--- src/hw/reset_sdo_defines.svh ---
/*
 * constants for the reset and serial-output protection block.
 * assumes inclusion by bare name from the package and the design files.
 */
`ifndef RESET_SDO_DEFINES_SVH
`define RESET_SDO_DEFINES_SVH

// ****************************************
// widths and reset values
// ****************************************
`define RSD_NUM_CH 8
`define RSD_CH_ALL_OFF 8'h00
`define RSD_SIDE_LOW 1'h0
`define RSD_FET_N 1'h0
`define RSD_CFG_RESET 2'h0

`endif

--- src/hw/reset_sdo_pkg.sv ---
/*
 * types for the reset and serial-output protection block.
 * assumes reset_sdo_defines.svh is on the include path.
 */
`include "reset_sdo_defines.svh"

package reset_sdo_pkg;

	// ****************************************
	// serial output guard states, one bit apart except SO_WAIT_CS to SO_ACTIVE
	// ****************************************
	typedef enum logic [1:0] {
		SO_ACTIVE = 2'h0,
		SO_TRIPPED = 2'h1,
		SO_WAIT_CS = 2'h3
	} serialOutState_t;

	typedef logic [`RSD_NUM_CH-1:0] chanVec_t;

endpackage

--- src/hw/pin_reset_sync.sv ---
/*
 * two-stage synchroniser for the external reset pin.
 * assumes the pin has an internal pull-up so a floating pin reads high.
 */
`timescale 1ns/1ps

module pin_reset_sync (
	// clock and reset
	input wire logic clk,
	input wire logic rst_b,
	// pin side
	input wire logic external_reset_n,
	// synchronised level, high means reset asserted
	output logic pinResetActive
);

	logic meta_q;
	logic sync_q;

	// first stage only feeds the second
	always_ff @(posedge clk) begin
		if (!rst_b) begin
			meta_q <= 1'h1;
			sync_q <= 1'h1;
		end else begin
			meta_q <= external_reset_n;
			sync_q <= meta_q;
		end
	end

	assign pinResetActive = !sync_q;

endmodule

--- src/hw/reset_and_sdo_protection.sv ---
/*
 * reset sequencing and serial data output overvoltage protection.
 * assumes the power-up comparator level and channel control are synchronous to clk;
 * rst_b is the clock-domain reset and is driven by the power-up reset source.
 */
`timescale 1ns/1ps
`include "reset_sdo_defines.svh"

// Functional notes
// - overvoltage turns serial output driver off
// - re-enable driver on chip select rise
// - sticky overvoltage flag, cleared by read
// - low supply: reset, three-state, pump off
// - supply good: logic, serial, outputs run
// - overcurrent shutdown stays active when running
// - external reset active low, floating deasserted
// - external reset suppresses open-load detection
// - external reset keeps charge pump off
// - separate sticky power-up and pin flags
// - internal reset is OR of both
// - channels default low side, N-channel
// - outputs three-state until enable set
// - enabled channel follows its control
// - reset disables outputs, clears diagnostics
// - charge pump only with both released
// - enable bit gates each driver
module reset_and_sdo_protection (
	// clock and reset
	input wire logic clk,
	input wire logic rst_b,
	// supply and reset sources
	input wire logic supplyAboveRelease,
	input wire logic ioSupplyStable,
	input wire logic external_reset_n,
	// spi side
	input wire logic chip_select_n,
	input wire logic serialOutOvervoltage,
	input wire logic serialOutData,
	input wire logic readPowerUpFlag,
	input wire logic readPinFlag,
	input wire logic readOvervoltageFlag,
	output logic serialOutO,
	output logic serialOutOe,
	output logic spiAccept,
	// flags
	output logic power_up_flag,
	output logic pin_reset_flag,
	output logic serial_out_overvoltage_flag,
	// channel configuration and control
	input wire logic cfgWrite,
	input wire reset_sdo_pkg::chanVec_t cfgSideHigh,
	input wire reset_sdo_pkg::chanVec_t cfgFetP,
	input wire reset_sdo_pkg::chanVec_t channel_output_enable,
	input wire reset_sdo_pkg::chanVec_t channelControl,
	input wire reset_sdo_pkg::chanVec_t overcurrentDetect,
	input wire logic openLoadRaw,
	output reset_sdo_pkg::chanVec_t chanSideHigh,
	output reset_sdo_pkg::chanVec_t chanFetP,
	output reset_sdo_pkg::chanVec_t chanDrive,
	output reset_sdo_pkg::chanVec_t chanDriveOe,
	output reset_sdo_pkg::chanVec_t overcurrentLatched,
	// analog controls
	output logic chargePumpEnable,
	output logic openLoadRegOn,
	output logic openLoadFail,
	output logic internalReset
);

	// ****************************************
	// reset combination
	// ****************************************
	logic pinResetActive;
	logic porActive;
	logic wasInReset_q;
	logic csPrev_q;
	logic csRise;
	reset_sdo_pkg::serialOutState_t soState_q;
	reset_sdo_pkg::serialOutState_t soState_d;
	reset_sdo_pkg::chanVec_t enable_q;

	pin_reset_sync uSync (
		.clk(clk),
		.rst_b(rst_b),
		.external_reset_n(external_reset_n),
		.pinResetActive(pinResetActive)
	);

	assign porActive = !rst_b || !supplyAboveRelease;
	assign internalReset = porActive || pinResetActive;
	assign chargePumpEnable = !internalReset;
	assign openLoadRegOn = !internalReset;
	assign spiAccept = !porActive && ioSupplyStable;

	// ****************************************
	// sticky reset flags, set beats clear
	// ****************************************
	always_ff @(posedge clk) begin
		if (!rst_b) begin
			power_up_flag <= 1'h1;
			pin_reset_flag <= 1'h0;
			wasInReset_q <= 1'h1;
		end else begin
			wasInReset_q <= porActive;
			if (porActive || wasInReset_q) begin
				power_up_flag <= 1'h1;
			end else if (readPowerUpFlag) begin
				power_up_flag <= 1'h0;
			end
			if (pinResetActive) begin
				pin_reset_flag <= 1'h1;
			end else if (readPinFlag) begin
				pin_reset_flag <= 1'h0;
			end
		end
	end

	// ****************************************
	// serial output guard
	// ****************************************
	assign csRise = chip_select_n && !csPrev_q;

	always_comb begin
		soState_d = soState_q;
		case (soState_q)
			reset_sdo_pkg::SO_ACTIVE: begin
				if (serialOutOvervoltage) begin
					soState_d = reset_sdo_pkg::SO_TRIPPED;
				end
			end
			reset_sdo_pkg::SO_TRIPPED: begin
				if (!serialOutOvervoltage) begin
					soState_d = reset_sdo_pkg::SO_WAIT_CS;
				end
			end
			reset_sdo_pkg::SO_WAIT_CS: begin
				if (serialOutOvervoltage) begin
					soState_d = reset_sdo_pkg::SO_TRIPPED;
				end else if (csRise) begin
					soState_d = reset_sdo_pkg::SO_ACTIVE;
				end
			end
			default: begin
				soState_d = reset_sdo_pkg::SO_TRIPPED;
			end
		endcase
	end

	always_ff @(posedge clk) begin
		if (!rst_b || internalReset) begin
			soState_q <= reset_sdo_pkg::SO_ACTIVE;
			csPrev_q <= 1'h1;
		end else begin
			soState_q <= soState_d;
			csPrev_q <= chip_select_n;
		end
	end

	always_ff @(posedge clk) begin
		if (!rst_b || internalReset) begin
			serial_out_overvoltage_flag <= 1'h0;
		end else if (serialOutOvervoltage) begin
			serial_out_overvoltage_flag <= 1'h1;
		end else if (readOvervoltageFlag) begin
			serial_out_overvoltage_flag <= 1'h0;
		end
	end

	// driver off the same cycle overvoltage is seen; also blocks back-feed
	always_ff @(posedge clk) begin
		if (!rst_b) begin
			serialOutO <= 1'h0;
		end else begin
			serialOutO <= serialOutData;
		end
	end
	assign serialOutOe = spiAccept && !chip_select_n && !serialOutOvervoltage
		&& soState_q == reset_sdo_pkg::SO_ACTIVE;

	// ****************************************
	// channel configuration and drive
	// ****************************************
	always_ff @(posedge clk) begin
		if (!rst_b || internalReset) begin
			chanSideHigh <= {`RSD_NUM_CH{`RSD_SIDE_LOW}};
			chanFetP <= {`RSD_NUM_CH{`RSD_FET_N}};
			enable_q <= `RSD_CH_ALL_OFF;
		end else if (cfgWrite) begin
			chanSideHigh <= cfgSideHigh;
			chanFetP <= cfgFetP;
			enable_q <= channel_output_enable;
		end
	end

	// overcurrent latch lives whenever reset is released, even near threshold
	always_ff @(posedge clk) begin
		if (!rst_b || internalReset) begin
			overcurrentLatched <= `RSD_CH_ALL_OFF;
		end else begin
			overcurrentLatched <= overcurrentLatched | overcurrentDetect;
		end
	end

	genvar ch;
	generate
		for (ch = 0; ch < `RSD_NUM_CH; ch++) begin : gCh
			always_ff @(posedge clk) begin
				if (!rst_b || internalReset) begin
					chanDrive[ch] <= 1'h0;
				end else begin
					chanDrive[ch] <= channelControl[ch] && !overcurrentDetect[ch]
						&& !overcurrentLatched[ch];
				end
			end
			// combinational so reset turns drivers off at once
			assign chanDriveOe[ch] = enable_q[ch] && !internalReset;
		end
	endgenerate

	assign openLoadFail = openLoadRaw && !internalReset;
endmodule

--- config.mk ---
export PLATFORM = sky130hd
export DESIGN_NAME = reset_and_sdo_protection
export DESIGN_NICKNAME = d
export VERILOG_FILES = /design/src/hw/reset_sdo_pkg.sv /design/src/hw/pin_reset_sync.sv /design/src/hw/reset_and_sdo_protection.sv
export VERILOG_INCLUDE_DIRS = /design/src /design/src/hw
export SDC_FILE = /design/constraint.sdc
export NUM_CORES = 1
export LEC_CHECK = 0
export ABC_AREA = 1
export BUFFER_PORTS_ARGS = -buffer_cell sky130_fd_sc_hd__buf_2
export CORE_UTILIZATION = 40
export CTS_CLUSTER_DIAMETER = 100
export DETAILED_ROUTE_END_ITERATION = 10
export GPL_TIMING_DRIVEN = 0
export HOLD_SLACK_MARGIN = 0.02
export PLACE_DENSITY = 0.74
export SLEW_MARGIN = 20
export SYNTH_ARGS = -nofsm -noshare
export SYNTH_HDL_FRONTEND = slang
export SYNTH_HIERARCHICAL = 1
export SYNTH_SLANG_ARGS = --single-unit
--- constraint.sdc ---
create_clock -name clk -period 0.9 [get_ports clk]
set_input_delay 0.045 -clock clk [delete_from_list [all_inputs] [get_ports clk]]
set_output_delay 0.045 -clock clk [all_outputs]
set_load 0.05 [all_outputs]
==> metrics.md, run 1 <==
| Metric | Value |
|---|---|
| Number of global-route vias before repair | `approximately 1900` |
| Top cells by area, synth | `dfxtp_1 51%, inv_1 13%, nand2_1 12%, o21ai_0 6.6%, nor2_1 5.6%` |
| # DRC | `0` |
| Period utilization | `1.437` |
| First-pass GRT wire length | `8128 um` |
| Post-synth EDFFs | `0` |
| Tmin final | `1.293 ns` |
| Post-Syn Area | `1959 sq um` |
| CTS H-Tree Depth | `2` |
| Static leakage | `1.815 nW` |
| Warnings from Yosys | `6` |
| GR Util met2 | `0.3816` |
| Clock Sink Count | `50` |
| Most frequent cell after synthesis | `inv_1` |
| PwrDens | `1323 nW/um^2` |
| Placed wire-length estimate | `3041 um` |
| Worst-skew pair later-pin latency | `just under 0.3 ns` |
| Met1 usage | `0.2208` |
| Slew Viols, Final | `0` |
| Post-synth top area share | `0.5109` |
| Achievable Freq | `773.2 MHz` |
| Fin Setup TNS | `-11.68 ns` |
| CTS clk-pin slew, worst paths | `0.08 ns` |
| Grt met3 use | `0.04583` |
| Root buffer cell | `clkbuf_8` |
| Slew headroom | `0.7641` |
| Total Nets Final | `around 460` |
| Core Rows | `25` |
| Clk_skew | `0.003281 ns` |
| Sequential share of the synthesized area | `0.5109` |
| Largest area contributor in the netlist | `dfxtp_1` |
| Initial antenna violation count | `0` |
| Tot Pwr | `0.004694 W` |
| Register bit total from synthesis | `50` |
| Async SR Flop Fraction | `0` |
| Antenna-violating nets left | `0` |
| Routed Wire Length | `5325 um` |
| # placed instances | `435` |
| Yosys cell types | `16` |
| Failing checks | `setup timing` |
| DP Worst Slack | `-0.2511 ns` |
| RePlAce Congestion | `0.7270` |
| Drt first pass iters | `4` |
| Core ar. | `4723 sq um` |
| Most Crowded Layer GR | `met2` |
| Final setup fails | `57` |
| Status | `complete, but fails checks` |
| Predominant post-synthesis flop cell | `dfxtp_1` |
| PortBufs | `101` |
| Worst hold path type | `primary input to flop` |
| Syn Inst Count | `approximately 270` |
| Via count | `2026` |
| Syn avg cell area | `7.338 sq um` |
| CTS buffer count | `5` |
| Hold_ws | `0.04559 ns` |
| RSZ-0062 raised after global routing | `yes` |
| Setup slack after layout | `-0.3933 ns` |
| First DRT Iteration DRCs | `76` |
| Drt via density | `4.247` |
| Crit path required time | `approximately 0.85 ns` |
| Top Ports | `103` |
| Leading cell types by count after synthesis | `70 x inv_1, 63 x nand2_1, 50 x dfxtp_1` |
| Count of final hold-check violations | `0` |
| Initial Utilization | `0.4148` |
| CP Launch Type | `flop` |
| Layout Cells excl Fill | `477` |
| Die area | `5183 sq um` |
| Post-DR wirelength/cell | `11.16 um` |
| GRT Total Usage | `0.2019` |
| Syn Nets | `320` |
| Worst Setup End Kind | `output pin` |
| Worst Tran Pin Value | `0.3539 ns` |
| Peak VDD IR | `977.1 uV` |
| Ant diodes | `0` |
| Max Root-Sink Buffers | `2` |
| Die height | `71.99 um` |
| Crit Path Max Fanout | `4` |
| Crit path kind | `flop to output pin` |
| Max-cap violations | `0` |
| CTS tree | `done` |
| Share of layout cells above drive strength 1 | `0.5902` |
| Total gr overflow | `0` |
| Pin count of the biggest net entering global routing | `14` |
| Layout area overhead | `81.03%` |
| Die Width | `71.99 um` |
| WP data arrival | `1.25 ns` |
## worst max-delay path, stage by stage (launching register included)
cell	delay, ns
dfxtp_2	0.34
inv_4	0.05
nor2_8	0.11
buf_6	0.12
buf_6	0.11
buf_6	0.10
buf_8	0.13
## routing by layer
metal,vias to the layer above,wire (um)
met5,-,0
met4,0,65
met3,7,280
met2,77,2811
met1,897,2166
li1,1045,-
## final timing paths
path | slack [ns] | from | depth (start not counted) | to
max | -0.39 | uSync/sync_q$_SDFF_PN1_ | 6 | openLoadRegOn
min | 0.05 | readPinFlag | 3 | pin_reset_flag$_SDFFE_PN0P_
max reg2reg | -0.27 | uSync/sync_q$_SDFF_PN1_ | 8 | chanDrive[0]$_SDFF_PP0_
min reg2reg | 0.42 | uSync/meta_q$_SDFF_PN1_ | 2 | uSync/sync_q$_SDFF_PN1_
## power breakdown
group | internal [W] | leakage [nW] | switching, W
Combinational | 0.000479 | 1.35 | 0.000609
Clock | 0.000594 | 0.0431 | 0.000681
Sequential | 0.00230 | 0.420 | 0.0000361
## what timing repair did
action,in CTS,in global routing
cloned,3,0
endpoints found under the setup margin,81,68
hold buffers,23,0
hold endpoints to repair,17,0
resized for setup,91,82
setup buffers,11,4
pin swaps,3,8
## area by class of cell
type	instances	area, sq um
sequential	50	1037
timing repair buffer	138	1162
multi-input combinational	135	808.3
buffer	10	98.84
inverter	71	274.0
clock buffer	6	82.58
fill	341	1176
tap	67	83.83
## registers in the layout (all words and copies together), names as in the netlist, 2 cells and up
| register | flops |
|---|---|
| overcurrentLatched | 8 |
| chanSideHigh | 8 |
| chanDrive | 8 |
| soState_q | 2 |
| enable_q | 8 |
| chanFetP | 8 |
## per-stage QoR
step | utilization | instance area [sq um]
after floorplan | - | 2087
after global placement | 0.5666 | 2676
after detailed placement | 0.5666 | 2676
after CTS | 0.7128 | 3367
after global routing | 0.7510 | 3547
final | 0.7510 | 3547
## kinds of logic after synthesis
group                  share of synthesized area
and+or+nand+nor                           0.2254
buffers and inverters                     0.1820
DFF                                       0.5109
AOI/OAI and AO/OA                        0.08174
## placed cells by master, fill, tap and decap left out
cell,synthesis,final
a21oi_2,2,3
buf_12,0,3
buf_16,0,1
buf_2,0,52
buf_4,5,31
buf_6,4,26
buf_8,0,10
clkbuf_1,2,2
clkbuf_8,0,6
dfxtp_1,50,21
dfxtp_2,0,29
dlygate4sd3_1,0,23
inv_1,70,51
inv_2,1,18
inv_4,0,1
inv_6,0,1
nand2_1,63,32
nand2_2,0,29
nand2_4,1,3
nand3_1,3,2
nand3_2,0,1
nor2_1,29,10
nor2_2,0,7
nor2_4,0,12
nor2_8,1,1
o21a_1,1,1
o21ai_0,26,26
or2_2,8,7
or2_4,0,1
No activity file was read; power rests on OpenSTA's default activity.
==> inputs of run 2 (changes only) <==
==> constraint.sdc (replaced) <==
create_clock -name clk -period 0.9 [get_ports clk]
set_input_delay 0.045 -clock clk [delete_from_list [all_inputs] [get_ports clk]]
set_output_delay 0.045 -clock clk [all_outputs]
set_load 0.005 [all_outputs]
==> metrics.md, run 2 (synthesized netlist as in run 1, its figures left out) <==
| Metric | Value |
|---|---|
| Status | `complete, but fails checks` |
| Failing checks | `setup timing` |
| Routed Wire Length | `5156 um (-3.2%)` |
| Total Nets Final | `463 (-0.22%)` |
| Slew Viols, Final | `0 (unchanged)` |
| Core Rows | `25 (unchanged)` |
| Crit path required time | `0.85 ns (about the same)` |
| Core ar. | `4723 sq um (unchanged)` |
| PortBufs | `101 (unchanged)` |
| Achievable Freq | `793.9 MHz (+2.7%)` |
| Pin count of the biggest net entering global routing | `15 (+1)` |
| Drt first pass iters | `4 (unchanged)` |
| Die height | `71.99 um (unchanged)` |
| Ant diodes | `0 (unchanged)` |
| Period utilization | `1.400 (-0.03743)` |
| Share of layout cells above drive strength 1 | `0.4842 (-0.1061)` |
| Die area | `5183 sq um (unchanged)` |
| Top Ports | `103 (unchanged)` |
| Register area | `1005 sq um (-3.1%)` |
| Initial Utilization | `0.4148 (unchanged)` |
| Number of global-route vias before repair | `1936 (+1.9%)` |
| CTS buffer count | `5 (unchanged)` |
| Max-cap violations | `0 (unchanged)` |
| Crit Path Max Fanout | `4 (unchanged)` |
| FF-to-FF setup slack | `-0.22 ns (+0.05 ns)` |
| Via count | `2008 (-0.89%)` |
| Worst Setup End Kind | `output pin` |
| Count of final hold-check violations | `0 (unchanged)` |
| RSZ-0062 raised after global routing | `yes` |
| Layout area overhead | `65.01%` |
| CTS H-Tree Depth | `2 (unchanged)` |
| Worst-skew pair later-pin latency | `0.29 ns (about the same)` |
| Fillers | `399 (+17%)` |
| CP Launch Type | `flop` |
| Root buffer cell | `clkbuf_8` |
| Clock Sink Count | `50 (unchanged)` |
| Peak VDD IR | `997.7 uV (+2.1%)` |
| Total gr overflow | `0 (unchanged)` |
| WP data arrival | `1.21 ns (-0.04 ns)` |
| CTS clk-pin slew, worst paths | `0.09 ns (about the same)` |
| Most common cell after layout, fill and taps aside | `buf_2` |
| # DRC | `0 (unchanged)` |
| Worst Tran Pin Value | `0.3917 ns (+0.03784 ns)` |
| Most frequent cells in the layout | `99 x buf_2, 53 x inv_1, 47 x dfxtp_1` |
| Static leakage | `1.829 nW (+0.77%)` |
| Multi-input gate area | `752.0 sq um (-7.0%)` |
| RePlAce Congestion | `0.6833 (-6.0%)` |
| Post-DR wirelength/cell | `10.79 um (-3.4%)` |
| Crit path kind | `flop to output pin` |
| Placed wire-length estimate | `3011 um (-0.98%)` |
| Drt via density | `4.201 (-1.1%)` |
| Max Root-Sink Buffers | `2 (unchanged)` |
| # placed instances | `435 (unchanged)` |
| Tmin final | `1.260 ns (-0.03369 ns)` |
| Layout Cells excl Fill | `478 (+0.21%)` |
| Worst hold path type | `primary input to flop` |
| Hold_ws | `0.04573 ns (+0.0001345 ns)` |
| Setup slack after layout | `-0.3596 ns (+0.03369 ns)` |
| Final setup fails | `50 (-12%)` |
| PwrDens | `1422 nW/um^2 (+7.5%)` |
| Slew headroom | `0.7361 (-0.02799)` |
| GRT Total Usage | `0.1967 (-0.005212)` |
| CTS tree | `done` |
| Initial antenna violation count | `0 (unchanged)` |
| Antenna-violating nets left | `0 (unchanged)` |
| First-pass GRT wire length | `7914 um (-2.6%)` |
| Clk_skew | `0.006786 ns (+0.003505 ns)` |
| Die Width | `71.99 um (unchanged)` |
| First DRT Iteration DRCs | `139 (+83%)` |
-- run 2: cell types whose count changed in the layout (fill, tap and decap cells not counted), moves of 11 or more --
cell,delta
buf_6,-19
buf_2,+47
dfxtp_2,-26
dfxtp_1,+26
buf_4,-23
nor2_4,-11
-- run 2: final cells by class --
type / instances / area share
Clock buffer: 7 / 0.02361
Multi-Input combinational cell: 135 / 0.2326
Tap cell: 67 / 0.02593
Sequential cell: 50 / 0.3108
Inverter: 71 / 0.08475
Buffer: 10 / 0.03019
Clock inverter: 1 / 0.009288
Timing Repair Buffer: 137 / 0.2829
-- run 2: per-layer routing --
metal | part of all wire | global-route usage | vias up
li1 | - | - | 1045
met4 | 0.0081 | 0.07625 | 0
met1 | 0.40 | 0.1976 | 890
met2 | 0.54 | 0.3878 | 67
met3 | 0.052 | 0.04583 | 6
met5 | 0 | 0 | -
-- run 2: final timing paths --
| path | startpoint | end | depth (start not counted) |
|---|---|---|---|
| setup reg to reg | uSync/sync_q$_SDFF_PN1_ | chanDrive[1]$_SDFF_PP0_ | 7 |
| hold reg to reg | uSync/meta_q$_SDFF_PN1_ | uSync/sync_q$_SDFF_PN1_ | 2 |
| hold / removal | serialOutOvervoltage | soState_q[0]$_SDFFE_PP0P_ | 3 |
| setup / recovery | uSync/sync_q$_SDFF_PN1_ | openLoadRegOn | 6 |
-- run 2: where the power goes --
group          total [W]  switching (W)  internal, W
Sequential       0.00232      0.0000300      0.00229
Clock            0.00153       0.000695     0.000832
Combinational   0.000753       0.000349     0.000404
-- run 2: timing repair --
item | 4_1_cts | 5_1_grt
pin swaps | 5 | 4
setup endpoints to repair | 52 | 56
endpoints found under the hold margin | 16 | 0
gates cloned | 4 | 0
hold buffers | 24 | 0
resized for setup | 44 | 50
buffers inserted | 10 | 2
-- run 2: critical path: stages, from the launching register on --
cell and delay (ns):
dfxtp_2 0.35, inv_4 0.05, nor2_8 0.12, buf_6 0.12, buf_6 0.11, buf_6 0.09
buf_6 0.08
-- run 2: per-stage QoR --
step                total power [W]  TNS (ns)  utilization  setup WS [ns]  instance area [sq um]
finish                     0.004598    -8.531       0.6845        -0.3596                   3233
global route               0.004825    -10.93       0.6845        -0.4076                   3233
CTS                        0.004584    -9.336       0.6641        -0.3534                   3137
detailed placement         0.002851    -2.906       0.5396        -0.1500                   2549
floorplan                  0.002623         0            -        0.02457                   1959
global placement           0.002841    -2.702       0.5396        -0.1617                   2549
==> inputs of run 3 (changes only) <==
--- a/config.mk
+++ b/config.mk
@@ -14,6 +14,7 @@
 export GPL_TIMING_DRIVEN = 0
 export HOLD_SLACK_MARGIN = 0.02
 export PLACE_DENSITY = 0.74
+export SKIP_CTS_REPAIR_TIMING = 1
 export SLEW_MARGIN = 20
 export SYNTH_ARGS = -nofsm -noshare
 export SYNTH_HDL_FRONTEND = slang
==> metrics.md, run 3 (synthesized netlist as in run 1, its figures left out) <==
| Metric | Value |
|---|---|
| Share of layout cells above drive strength 1 | `0.3691 (-0.1151)` |
| Worst Path Buf+Inv | `4 (-1)` |
| Clock Sink Count | `50 (unchanged)` |
| Crit Path Max Fanout | `10 (+6)` |
| Most frequent cell on the critical path | `inv_4` |
| First-pass GRT wire length | `6341 um (-20%)` |
| Met2 routed WL | `2349 um (-15%)` |
| Drt via density | `4.135 (-1.6%)` |
| # DRC | `0 (unchanged)` |
| Max Root-Sink Buffers | `2 (unchanged)` |
| Max-cap violations | `0 (unchanged)` |
| Initial Utilization | `0.4148 (unchanged)` |
| Hold_ws | `-0.01019 ns (-0.05592 ns)` |
| Pin count of the biggest net entering global routing | `15 (unchanged)` |
| Fillers | `424 (+6.3%)` |
| WP data arrival | `1.21 ns (about the same)` |
| Top Ports | `103 (unchanged)` |
| CP Launch Type | `flop` |
| Post-DR wirelength/cell | `9.673 um (-10%)` |
| Layout Cells excl Fill | `468 (-2.1%)` |
| Worst Setup End Kind | `output pin` |
| Die area | `5183 sq um (unchanged)` |
| RePlAce Congestion | `0.6833 (unchanged)` |
| Multi-input gate area | `631.9 sq um (-16%)` |
| Delay-heaviest family, CP | `buffers and inverters` |
| GRT Total Usage | `0.1558 (-0.04092)` |
| Worst-skew pair later-pin latency | `0.29 ns (about the same)` |
| Root buffer cell | `clkbuf_8` |
| Count of final hold-check violations | `1 (+1)` |
| Layout area overhead | `50.89%` |
| CTS H-Tree Depth | `2 (unchanged)` |
| Final setup fails | `25 (-50%)` |
| # placed instances | `435 (unchanged)` |
| Status | `complete, but fails checks` |
| CTS buffer count | `5 (unchanged)` |
| Drt first pass iters | `4 (unchanged)` |
| Final instance area | `2957 sq um (-8.6%)` |
| Met3 WL | `290 um (+7.8%)` |
| Clk_skew | `0.009787 ns (+0.003001 ns)` |
| Worst hold path type | `primary input to flop` |
| Routed Wire Length | `4527 um (-12%)` |
| Slew Viols, Final | `0 (unchanged)` |
| Failing checks | `hold timing, setup timing` |
| CTS clk-pin slew, worst paths | `0.09 ns (about the same)` |
| Worst Tran Pin Value | `0.3527 ns (-0.03908 ns)` |
| M1 WL | `1845 um (-11%)` |
| Placed wire-length estimate | `3011 um (unchanged)` |
| Initial antenna violation count | `0 (unchanged)` |
| First DRT Iteration DRCs | `105 (-24%)` |
| PortBufs | `101 (unchanged)` |
| Achievable Freq | `797.8 MHz (+0.49%)` |
| Ant diodes | `0 (unchanged)` |
| Total Nets Final | `453 (-2.2%)` |
| Tot Pwr | `0.004439 W (-3.5%)` |
| Crit path kind | `flop to output pin` |
| Number of global-route vias before repair | `1633 (-16%)` |
| Cell Area, Placed | `2549 sq um (unchanged)` |
| Via count | `1935 (-3.6%)` |
| Die Width | `71.99 um (unchanged)` |
| Fin Setup TNS | `-5.245 ns (+3.286 ns)` |
| Antenna-violating nets left | `0 (unchanged)` |
| Crit-path slowest cell | `dfxtp_2` |
| CTS tree | `done` |
| Tmin final | `1.253 ns (-0.006134 ns)` |
| Most common cell after layout, fill and taps aside | `buf_2` |
| Crit path largest cell delay | `0.35 ns (about the same)` |
| Static leakage | `1.701 nW (-7.0%)` |
| Total gr overflow | `0 (unchanged)` |
| Die height | `71.99 um (unchanged)` |
| Core Rows | `25 (unchanged)` |
| Crit path required time | `0.85 ns (about the same)` |
| Slew headroom | `0.7649 (+0.02881)` |
| Period utilization | `1.393 (-0.006816)` |
| Core ar. | `4723 sq um (unchanged)` |
| Register area | `1005 sq um (unchanged)` |
| Setup slack after layout | `-0.3535 ns (+0.006134 ns)` |
| RSZ-0062 raised after global routing | `yes` |
| Uppermost routed layer | `met4` |
| Crit path cell chain | `inv_4, nor2_8, inv_4, buf_12, nor2_2, buf_2` |
| Peak VDD IR | `942.8 uV (-5.5%)` |
| Most frequent cells in the layout | `100 x buf_2, 69 x inv_1, 63 x nand2_1` |
| PwrDens | `1501 nW/um^2 (+5.6%)` |
-- run 3: cell count changes in the layout (fill, tap and decap cells not counted), moves of 2 or more --
cell	change
buf_16	-2
buf_6	-3
buf_8	-4
dlygate4sd3_1	-3
inv_1	+16
inv_2	-16
nand2_1	+29
nand2_2	-21
nand2_4	-8
nor2_2	+2
or2_2	+2
or2_4	-2
-- run 3: worst min-delay path, cell delays in order --
cell and delay, ns:
buf_2 0.07, or2_2 0.10, nor2_1 0.04
-- run 3: metal layers --
metal,track usage,vias to the layer above
li1,-,1023
met1,0.1598,838
met2,0.2977,69
met3,0.04167,5
met4,0.06318,0
met5,0,-
-- run 3: worst paths after layout --
path                                               from                        to  slack (ns)  depth (start not counted)
worst min-delay path               overcurrentDetect[3]   chanDrive[3]$_SDFF_PP0_       -0.01                          3
worst max-delay path            uSync/sync_q$_SDFF_PN1_            chanDriveOe[7]       -0.35                          6
worst min register to register  uSync/meta_q$_SDFF_PN1_   uSync/sync_q$_SDFF_PN1_        0.42                          2
worst max register to register  uSync/sync_q$_SDFF_PN1_  enable_q[6]$_SDFFE_PP0P_       -0.13                          7
-- run 3: power breakdown --
group | switching, W | internal [W] | total (W)
registers | 0.0000297 | 0.00229 | 0.00232
clock network | 0.000691 | 0.000832 | 0.00152
logic | 0.000273 | 0.000325 | 0.000598
-- run 3: cell type report --
type	count	area share
Sequential cell	50	0.3398
Inverter	71	0.09183
Clock inverter	1	0.01016
Buffer	9	0.02962
Timing Repair Buffer	128	0.2607
Clock buffer	7	0.02581
Multi-Input combinational cell	135	0.2137
Tap cell	67	0.02835
-- run 3: stage by stage --
stage / setup WS [ns] / utilization / hold slack, ns
finish: -0.3535 / 0.6260 / -0.01019
global route: -0.3993 / 0.6260 / 0.008231
CTS: -0.4907 / 0.5621 / -0.09215
detailed placement: -0.1500 / 0.5396 / 0.2272
global placement: -0.1617 / 0.5396 / 0.2129
floorplan: 0.02457 / - / 0.1137
